[config.mk]
export PLATFORM = sky130hd
export DESIGN_NAME = csic_top
export DESIGN_NICKNAME = d
export VERILOG_FILES = /design/src/pkg/csic_pkg.sv /design/src/pkg/csic_route_if.sv /design/src/rtl/csic_top.sv /design/src/rtl/csic_router.sv
export SDC_FILE = /design/constraint.sdc
export NUM_CORES = 1
export LEC_CHECK = 0
export BUFFER_PORTS_ARGS = -buffer_cell sky130_fd_sc_hd__buf_2
export CAP_MARGIN = 20
export CELL_PAD_IN_SITES_DETAIL_PLACEMENT = 0
export CELL_PAD_IN_SITES_GLOBAL_PLACEMENT = 1
export CORE_MARGIN = 2
export CORE_UTILIZATION = 35
export DETAILED_ROUTE_END_ITERATION = 16
export GPL_TIMING_DRIVEN = 1
export PLACE_DENSITY_LB_ADDON = 0.1
export SLEW_MARGIN = 10
export SYNTH_ARGS = -nofsm -noshare
export SYNTH_HDL_FRONTEND = slang
export SYNTH_SLANG_ARGS = --single-unit
[constraint.sdc]
create_clock -name i_mclk -period 1.7 [get_ports i_mclk]
set_input_delay 0.085 -clock i_mclk [delete_from_list [all_inputs] [get_ports i_mclk]]
set_output_delay 0.085 -clock i_mclk [all_outputs]
set_load 0.1 [all_outputs]
[src/pkg/csic_pkg.sv]
// register map, field positions and reset values for the card socket interrupt block
package csic_pkg;
  localparam int ADDR_W = 12;
  localparam logic [11:0] ADDR_CTRL = 12'h803;
  localparam logic [11:0] ADDR_FLAGS = 12'h804;
  localparam logic [11:0] ADDR_CFG = 12'h805;

  // card_interrupt_general_control fields
  localparam int CTRL_RING_EN_BIT = 7;
  localparam int CTRL_RESET_RELEASE_BIT = 6;
  localparam int CTRL_KIND_IO_BIT = 5;
  localparam int CTRL_PCI_ROUTE_BIT = 4;
  localparam int CTRL_IRQ_SEL_LSB = 0;
  localparam logic [7:0] CTRL_RESET = 8'h00;

  // status change configuration fields
  localparam int CFG_IRQ_SEL_LSB = 4;
  localparam logic [7:0] CFG_RESET = 8'h00;

  // card_status_change_flags fields
  localparam int FLAG_W = 4;
  localparam int FLAG_DETECT_BIT = 3;
  localparam int FLAG_READY_BIT = 2;
  localparam int FLAG_WARN_BIT = 1;
  localparam int FLAG_DEAD_BIT = 0;
  localparam logic [3:0] FLAGS_RESET = 4'h0;

  // select code meanings; other codes name the legacy line directly
  localparam logic [3:0] SEL_NONE = 4'h0;
  localparam logic [3:0] SEL_SMI = 4'h2;
  localparam int IRQ_LINES = 16;

  // battery detect pair encodings
  localparam logic [1:0] BVD_WARNING = 2'h2;
endpackage

[src/pkg/csic_route_if.sv]
// carrier between the socket register logic and the interrupt router
`timescale 1ns/1ps
interface csic_route_if;
  logic status_pending;
  logic pci_route;
  logic [3:0] status_sel;
  logic card_irq;
  logic [3:0] card_sel;
  logic [15:0] irq_lines;
  logic system_management_interrupt;
  logic pci_int;

  modport ctrl (
    output status_pending, pci_route, status_sel, card_irq, card_sel,
    input irq_lines, system_management_interrupt, pci_int
  );
  modport router (
    input status_pending, pci_route, status_sel, card_irq, card_sel,
    output irq_lines, system_management_interrupt, pci_int
  );
endinterface

[src/rtl/csic_top.sv]
// socket interrupt and general control registers with status change flags
`timescale 1ns/1ps
// Overview of operation
// - control bit 7 turns the battery-detect pin into the ring input.
// - card reset output asserted while control bit 6 is zero.
// - control bit 5 chooses memory card (0) or I/O card (1).
// - control bit 4 sends status change interrupts to pci, else config select field.
// - bits 3..0 route the card interrupt: none, IRQ1, SYSTEM_MANAGEMENT_INTERRUPT, IRQ3..IRQ15.
// - control register resets to all zeros.
// - a flag whose source is disabled always reads zero.
// - enabled sources set their flag and raise the routed interrupt.
// - flags clear by reading the register or writing one to the bit.
// - an external mode bit picks clear-on-read or write-one-to-clear.
// - flag register is read-only storage and resets to zero.
// - bit 3 flags a change on either card detect; bits 7..4 read zero.
// - bit 2 flags a ready rise on memory cards; zero for I/O cards.
// - bit 1 flags battery warning on memory cards with ring off; zero for I/O cards.
// - bit 0 flags battery dead, I/O status change, or ring when enabled.
module csic_top import csic_pkg::*; (
  input wire logic i_mclk,                      // 200 MHz clock
  input wire logic i_srst,                      // synchronous reset, active high
  input wire logic i_ce,                        // clock enable, freezes state when low
  input wire logic [ADDR_W-1:0] i_addr,         // register byte address
  input wire logic i_wr,                        // write strobe
  input wire logic i_rd,                        // read strobe
  input wire logic [7:0] i_wdata,               // write data
  output logic [7:0] o_rdata,                   // read data, valid with o_rd_valid
  output logic o_rd_valid,                      // one cycle after a read strobe
  input wire logic i_clear_on_write,            // flag clear mode: 1 write-one, 0 on read
  input wire logic i_card_detect_first_n,       // first card detect, low when seated
  input wire logic i_card_detect_second_n,      // second card detect, low when seated
  input wire logic i_card_ready,                // card ready level
  input wire logic i_battery_detect_ring_pin,   // battery detect one or ring input
  input wire logic i_battery_detect_second,     // battery detect two
  input wire logic i_card_status_change,        // I/O card status change signal
  input wire logic i_card_irq,                  // I/O card functional interrupt, high active
  output logic o_card_reset,                    // card reset, high asserted
  output logic o_card_kind_io,                  // 1 when an I/O card is selected
  output logic o_ring_indicate_enable,          // ring function of the shared pin on
  output logic [IRQ_LINES-1:0] o_irq_lines,     // legacy lines, bit n is IRQn
  output logic o_system_management_interrupt,   // smi request
  output logic o_pci_int                        // pci interrupt request
);
  typedef struct packed {
    logic [7:0] ctrl;
    logic [7:0] cfg;
    logic [FLAG_W-1:0] flags;
    logic [1:0] prev_detect;
    logic prev_ready;
    logic [1:0] prev_bvd;
    logic prev_stschg;
    logic primed;
    logic [7:0] rdata;
    logic rd_valid;
    logic [IRQ_LINES-1:0] irq;
    logic system_management_interrupt;
    logic pci;
  } csic_state_t;

  csic_state_t st_reg;
  csic_state_t st_next;

  // edge helpers for the sampled card pins
  function automatic logic csic_rise(input logic now_v, input logic prev_v);
    return now_v && !prev_v;
  endfunction

  function automatic logic csic_fall(input logic now_v, input logic prev_v);
    return !now_v && prev_v;
  endfunction

  // one-hot register decode shared by the write and clear paths
  function automatic logic [2:0] csic_hit(input logic [ADDR_W-1:0] a);
    logic [2:0] h;
    h = 3'h0;
    h[0] = a == ADDR_CTRL;
    h[1] = a == ADDR_FLAGS;
    h[2] = a == ADDR_CFG;
    return h;
  endfunction

  csic_route_if rt ();

  csic_router u_router (
    .rt(rt)
  );

  logic ring_en;
  logic kind_io;
  logic [FLAG_W-1:0] enables;
  logic [FLAG_W-1:0] visible;
  logic [FLAG_W-1:0] set_ev;
  logic [FLAG_W-1:0] clr_ev;
  logic [1:0] detect_now;
  logic [1:0] bvd_now;
  logic ready_rise;
  logic warn_entry;
  logic dead_entry;
  logic stschg_rise;
  logic ring_fall;
  logic bit0_src;
  logic [2:0] reg_hit;

  assign ring_en = st_reg.ctrl[CTRL_RING_EN_BIT];
  assign kind_io = st_reg.ctrl[CTRL_KIND_IO_BIT];
  assign enables = st_reg.cfg[FLAG_W-1:0];
  assign detect_now = {i_card_detect_second_n, i_card_detect_first_n};
  assign bvd_now = {i_battery_detect_ring_pin, i_battery_detect_second};
  assign reg_hit = csic_hit(i_addr);

  // flags of disabled sources and memory-only flags on I/O cards are hidden
  always_comb begin
    visible = st_reg.flags & enables;
    if (kind_io) begin
      visible[FLAG_READY_BIT] = 1'b0;
      visible[FLAG_WARN_BIT] = 1'b0;
    end
  end

  // edges are ignored on the first sample after reset, when history is not yet valid
  always_comb begin
    ready_rise = csic_rise(i_card_ready, st_reg.prev_ready);
    warn_entry = (bvd_now == BVD_WARNING) && (st_reg.prev_bvd != BVD_WARNING);
    dead_entry = csic_fall(bvd_now[1], st_reg.prev_bvd[1]);
    stschg_rise = csic_rise(i_card_status_change, st_reg.prev_stschg);
    ring_fall = csic_fall(bvd_now[1], st_reg.prev_bvd[1]);
    if (ring_en) begin
      bit0_src = ring_fall;
    end else if (kind_io) begin
      bit0_src = stschg_rise;
    end else begin
      bit0_src = dead_entry;
    end
    set_ev = 4'h0;
    set_ev[FLAG_DETECT_BIT] = detect_now != st_reg.prev_detect;
    set_ev[FLAG_READY_BIT] = !kind_io && ready_rise;
    set_ev[FLAG_WARN_BIT] = !kind_io && !ring_en && warn_entry;
    set_ev[FLAG_DEAD_BIT] = bit0_src;
    set_ev = st_reg.primed ? (set_ev & enables) : 4'h0;
  end

  // clear method follows the external mode bit
  always_comb begin
    clr_ev = 4'h0;
    if (reg_hit[1]) begin
      if (!i_clear_on_write && i_rd) begin
        clr_ev = {FLAG_W{1'b1}};
      end else if (i_clear_on_write && i_wr) begin
        clr_ev = i_wdata[FLAG_W-1:0];
      end
    end
  end

  // per-flag next value; a set in the same cycle as a clear is kept
  logic [FLAG_W-1:0] flags_next;
  generate
    for (genvar gi = 0; gi < FLAG_W; gi++) begin : g_flag
      assign flags_next[gi] = enables[gi] && (set_ev[gi] || (st_reg.flags[gi] && !clr_ev[gi]));
    end
  endgenerate

  // route status requests out of registered state; the card interrupt comes from the live i_card_irq pin
  always_comb begin
    rt.status_pending = |visible;
    rt.pci_route = st_reg.ctrl[CTRL_PCI_ROUTE_BIT];
    rt.status_sel = st_reg.cfg[CFG_IRQ_SEL_LSB +: 4];
    rt.card_irq = kind_io && i_card_irq;
    rt.card_sel = st_reg.ctrl[CTRL_IRQ_SEL_LSB +: 4];
  end

  always_comb begin
    st_next = st_reg;
    st_next.rd_valid = 1'b0;
    st_next.prev_detect = detect_now;
    st_next.prev_ready = i_card_ready;
    st_next.prev_bvd = bvd_now;
    st_next.prev_stschg = i_card_status_change;
    st_next.primed = 1'b1;
    // a set in the same cycle as a clear is kept
    st_next.flags = flags_next;
    if (i_wr && reg_hit[0]) begin
      st_next.ctrl = i_wdata;
    end
    if (i_wr && reg_hit[2]) begin
      st_next.cfg = i_wdata;
    end
    if (i_rd) begin
      st_next.rd_valid = 1'b1;
      unique case (i_addr)
        ADDR_CTRL: st_next.rdata = st_reg.ctrl;
        ADDR_CFG: st_next.rdata = st_reg.cfg;
        ADDR_FLAGS: st_next.rdata = {4'h0, visible};
        default: st_next.rdata = 8'h00;
      endcase
    end
    st_next.irq = rt.irq_lines;
    st_next.system_management_interrupt = rt.system_management_interrupt;
    st_next.pci = rt.pci_int;
  end

  // reset overrides the clock enable so a stalled block still comes up clean
  always_ff @(posedge i_mclk) begin
    if (i_srst) begin
      st_reg <= '0;
      st_reg.ctrl <= CTRL_RESET;
      st_reg.cfg <= CFG_RESET;
      st_reg.flags <= FLAGS_RESET;
    end else if (i_ce) begin
      st_reg <= st_next;
    end
  end

  assign o_rdata = st_reg.rdata;
  assign o_rd_valid = st_reg.rd_valid;
  assign o_card_reset = !st_reg.ctrl[CTRL_RESET_RELEASE_BIT];
  assign o_card_kind_io = kind_io;
  assign o_ring_indicate_enable = ring_en;
  assign o_irq_lines = st_reg.irq;
  assign o_system_management_interrupt = st_reg.system_management_interrupt;
  assign o_pci_int = st_reg.pci;
endmodule

[src/rtl/csic_router.sv]
// steers functional and status change interrupts onto legacy lines, smi or pci
`timescale 1ns/1ps
module csic_router import csic_pkg::*; (
  csic_route_if.router rt  // requests in, routed lines out
);
  // bit 16 is smi, bits 15..0 are the legacy lines
  function automatic logic [16:0] csic_decode(input logic [3:0] sel, input logic req);
    logic [16:0] v;
    v = 17'h00000;
    if (req && sel != SEL_NONE) begin
      if (sel == SEL_SMI) begin
        v[16] = 1'b1;
      end else begin
        v[sel] = 1'b1;
      end
    end
    return v;
  endfunction

  logic [16:0] card_v;
  logic [16:0] stat_v;

  always_comb begin
    card_v = csic_decode(rt.card_sel, rt.card_irq);
    stat_v = csic_decode(rt.status_sel, rt.status_pending && !rt.pci_route);
    rt.irq_lines = card_v[15:0] | stat_v[15:0];
    rt.system_management_interrupt = card_v[16] | stat_v[16];
    rt.pci_int = rt.status_pending && rt.pci_route;
  end
endmodule

==> impl_metrics.tcl <==
set metrics [dict create \
    ys_seq_area_share_pct 40.0 \
    synth_ff_type "dfxtp_1" \
    cts_inserted_buffers 5 \
    drt-total-wl_um 7350 \
    setup_viol 0 \
    vias_per_cell 5.32 \
    synth.avg_cell_area_um2 7.97 \
    finClkSkew_ps 9.80 \
    antenna_found_initial 0 \
    layout_min_cycle_time_ps 1530 \
    hp-class "in -> reg" \
    cts_buffer_depth 2 \
    grt_pass1_vias 2385 \
    synth-edff-count 0 \
    p_comb_share_pct 14.7 \
    fin_area_um2 3040 \
    ctsResizeCount 0 \
    slew_viol_final 0 \
    irDropWorstVdd_v 0.000413 \
    worstReg2RegStart "o_card_kind_io" \
    clk_latency_ps 300 \
    rsz0062_at_grt "false" \
    netlist_instances 333 \
    grt_pass1_wl_um 12400 \
    swShare_pct 28.1 \
    powerDensity_nw_per_um2 819 \
    crit_fanout 4 \
    initial_core_util_pct 36.4 \
    endpoint_kind "flop" \
    overflow 0 \
    ios 63 \
    port_buffers 61 \
    largest_register_ffs 15 \
    hpwl_um 5360 \
    area_growth_pct 14.5 \
    gp_congestion 0.781 \
    fp.dieW_um 91.1 \
    fp-row-count 31 \
    worstHoldPathCells 3 \
    synth_area_leaders "dfxtp_1, buf_4, o21ai_0, a31oi_1, a21oi_1" \
    drt_iter0_markers 166 \
    syn-num-nets 366 \
    synth_seq_cells 53 \
    synth.distinct_cells 46 \
    yosysTopAreaCell "dfxtp_1" \
    dpl-instance-area_um2 2930 \
    die_area_um2 8290 \
    max_slew_margin_pct 62.2 \
    reg2reg_to "o_irq_lines[4]" \
    ant_nets 0 \
    syn_area_um2 2650 \
    die_h_um 91.1 \
    instances_no_fill 469 \
    num_vias 2494 \
    path_clk_slew_ps 90 \
    synthTopCellsByCount "dfxtp_1, o21ai_0, nor2_1" \
    p_int_mw 1.79 \
    hold_path_end "st_reg[28]" \
    final_core_util_pct 41.7 \
    worstPathRequired_ps 1940 \
    crit_type "in -> reg" \
    r2r_cells 4 \
    synth.top_cell.area_share_pct 40.0 \
    fmax_ghz 0.656 \
    h-tree-depth 2 \
    start_kind "input pin" \
    cts_tree "done" \
    tightestPinTransition_ps 567 \
    dr.pass1.iters 4 \
    whs_ps 33.1 \
    p_clk_share_pct 33.8 \
    period_share_pct 89.7 \
    synth_most_common_cell "dfxtp_1" \
    coreArea_um2 7290 \
    cts_hold_buf 0 \
    seq_power_share_pct 51.5 \
    hold_viol 0 \
    track_usage_pct 18.4 \
    status "completed" \
    routedWlPerCell_um 15.7 \
    crit_arrival_ps 1760 \
    ys_async_sr_fraction_pct 0 \
    clock_sinks 53 \
    drc 0 \
    cap_viol_max_count 0 \
    cellLeakagePower_nw 1.17 \
    yosysWarnings 0 \
    drive_gt1_share_pct 24.3 \
    power_switching_mw 0.700 \
    num_antenna_cells 0 \
    reg2reg_slack_ps 240 \
    hold_start "i_card_status_change" \
    postCtsSetupRepairBufs 0 \
    grt_start_max_net_pins 46 \
    dpl.cell_count 462 \
    nNetsFinal 403 \
    root_buffer "clkbuf_8" \
]
==> critical path, stage by stage <==
cell and delay (ps):
buf_2 100, or4b_4 540, or3_1 440, or4_4 460, o21ai_1 140
==> layout make-up <==
type / instances / area [um2]
Clock buffer: 5 / 68.8
Clock inverter: 2 / 35.0
Fill cell: 806 / 4250
Inverter: 7 / 26.3
Multi-Input combinational cell: 228 / 1310
Sequential cell: 53 / 1060
Tap cell: 99 / 124
Timing Repair Buffer: 75 / 410
==> how the worst max path moves through the flow <==
stage	start	endpoint	slack (ps)	depth (start not counted)
4_1_cts	i_addr[8]	o_rdata[4]	180	5
6_report	i_addr[8]	o_rdata[4]	170	5
3_5_place_dp	i_addr[8]	o_rdata[4]	-140	5
2_1_floorplan	i_addr[8]	rt.status_sel[2]	-30	6
3_3_place_gp	i_addr[8]	rt.status_sel[0]	-130	6
5_1_grt	i_addr[8]	o_rdata[4]	100	5
==> per-stage QoR <==
stage | worst slack [ps] | setup TNS (ps) | power (mW)
3_5_place_dp | -138 | -2380 | 1.68
4_1_cts | 179 | 0 | 2.52
2_1_floorplan | -29.7 | -204 | 1.60
5_1_grt | 104 | 0 | 2.60
6_report | 174 | 0 | 2.49
3_3_place_gp | -125 | -2280 | 1.68
==> placed cells by master, fill, tap and decap left out, types with 2 or more instances in the layout <==
cell type / netlist / final
inv_1: 7 / 7
or4_4: 1 / 2
a21oi_1: 23 / 23
o2111ai_1: 2 / 2
nor3_1: 20 / 20
o21ai_0: 33 / 23
a22oi_1: 6 / 6
xor2_1: 2 / 2
clkbuf_8: 0 / 5
mux2i_1: 7 / 7
or2_2: 2 / 2
nor2_1: 27 / 27
buf_2: 1 / 61
nor2b_1: 3 / 3
nand2b_1: 5 / 5
a31oi_1: 21 / 21
dfxtp_1: 53 / 52
o21ai_1: 5 / 15
nand2_1: 21 / 21
buf_4: 24 / 14
nand3_1: 17 / 17
nand4b_1: 2 / 2
a22o_1: 4 / 4
o211ai_1: 6 / 6
==> power by group through the flow <==
stage                     combinational, mW  clock [mW]  sequential, mW
after floorplan                       0.269           0            1.33
after global placement                0.367           0            1.31
after detailed placement              0.366           0            1.31
after CTS                             0.367       0.867            1.28
after global routing                  0.393       0.921            1.29
final                                 0.365       0.842            1.28
==> metal layers <==
metal	global-route usage [%]	part of all wire (%)	routed length, um
met3	2.66	4.2	308
met4	3.91	0.67	49
met5	0	0	0
met1	27.1	50	3680
met2	28.5	45	3310
==> kinds of logic (layout without fill, tap and decap cells) <==
kind of cell / after synthesis / count (layout) / share of synthesized area, %
other: 1 / 1 / 0.141
flip-flops: 53 / 53 / 40.0
buffers and inverters: 52 / 89 / 10.8
XOR/XNOR: 2 / 2 / 0.660
AND/OR/NAND/NOR: 115 / 115 / 22.9
multiplexers: 7 / 7 / 2.64
AO/OA/AOI/OAI: 103 / 103 / 22.9
Power figures use the tool's default switching activity.
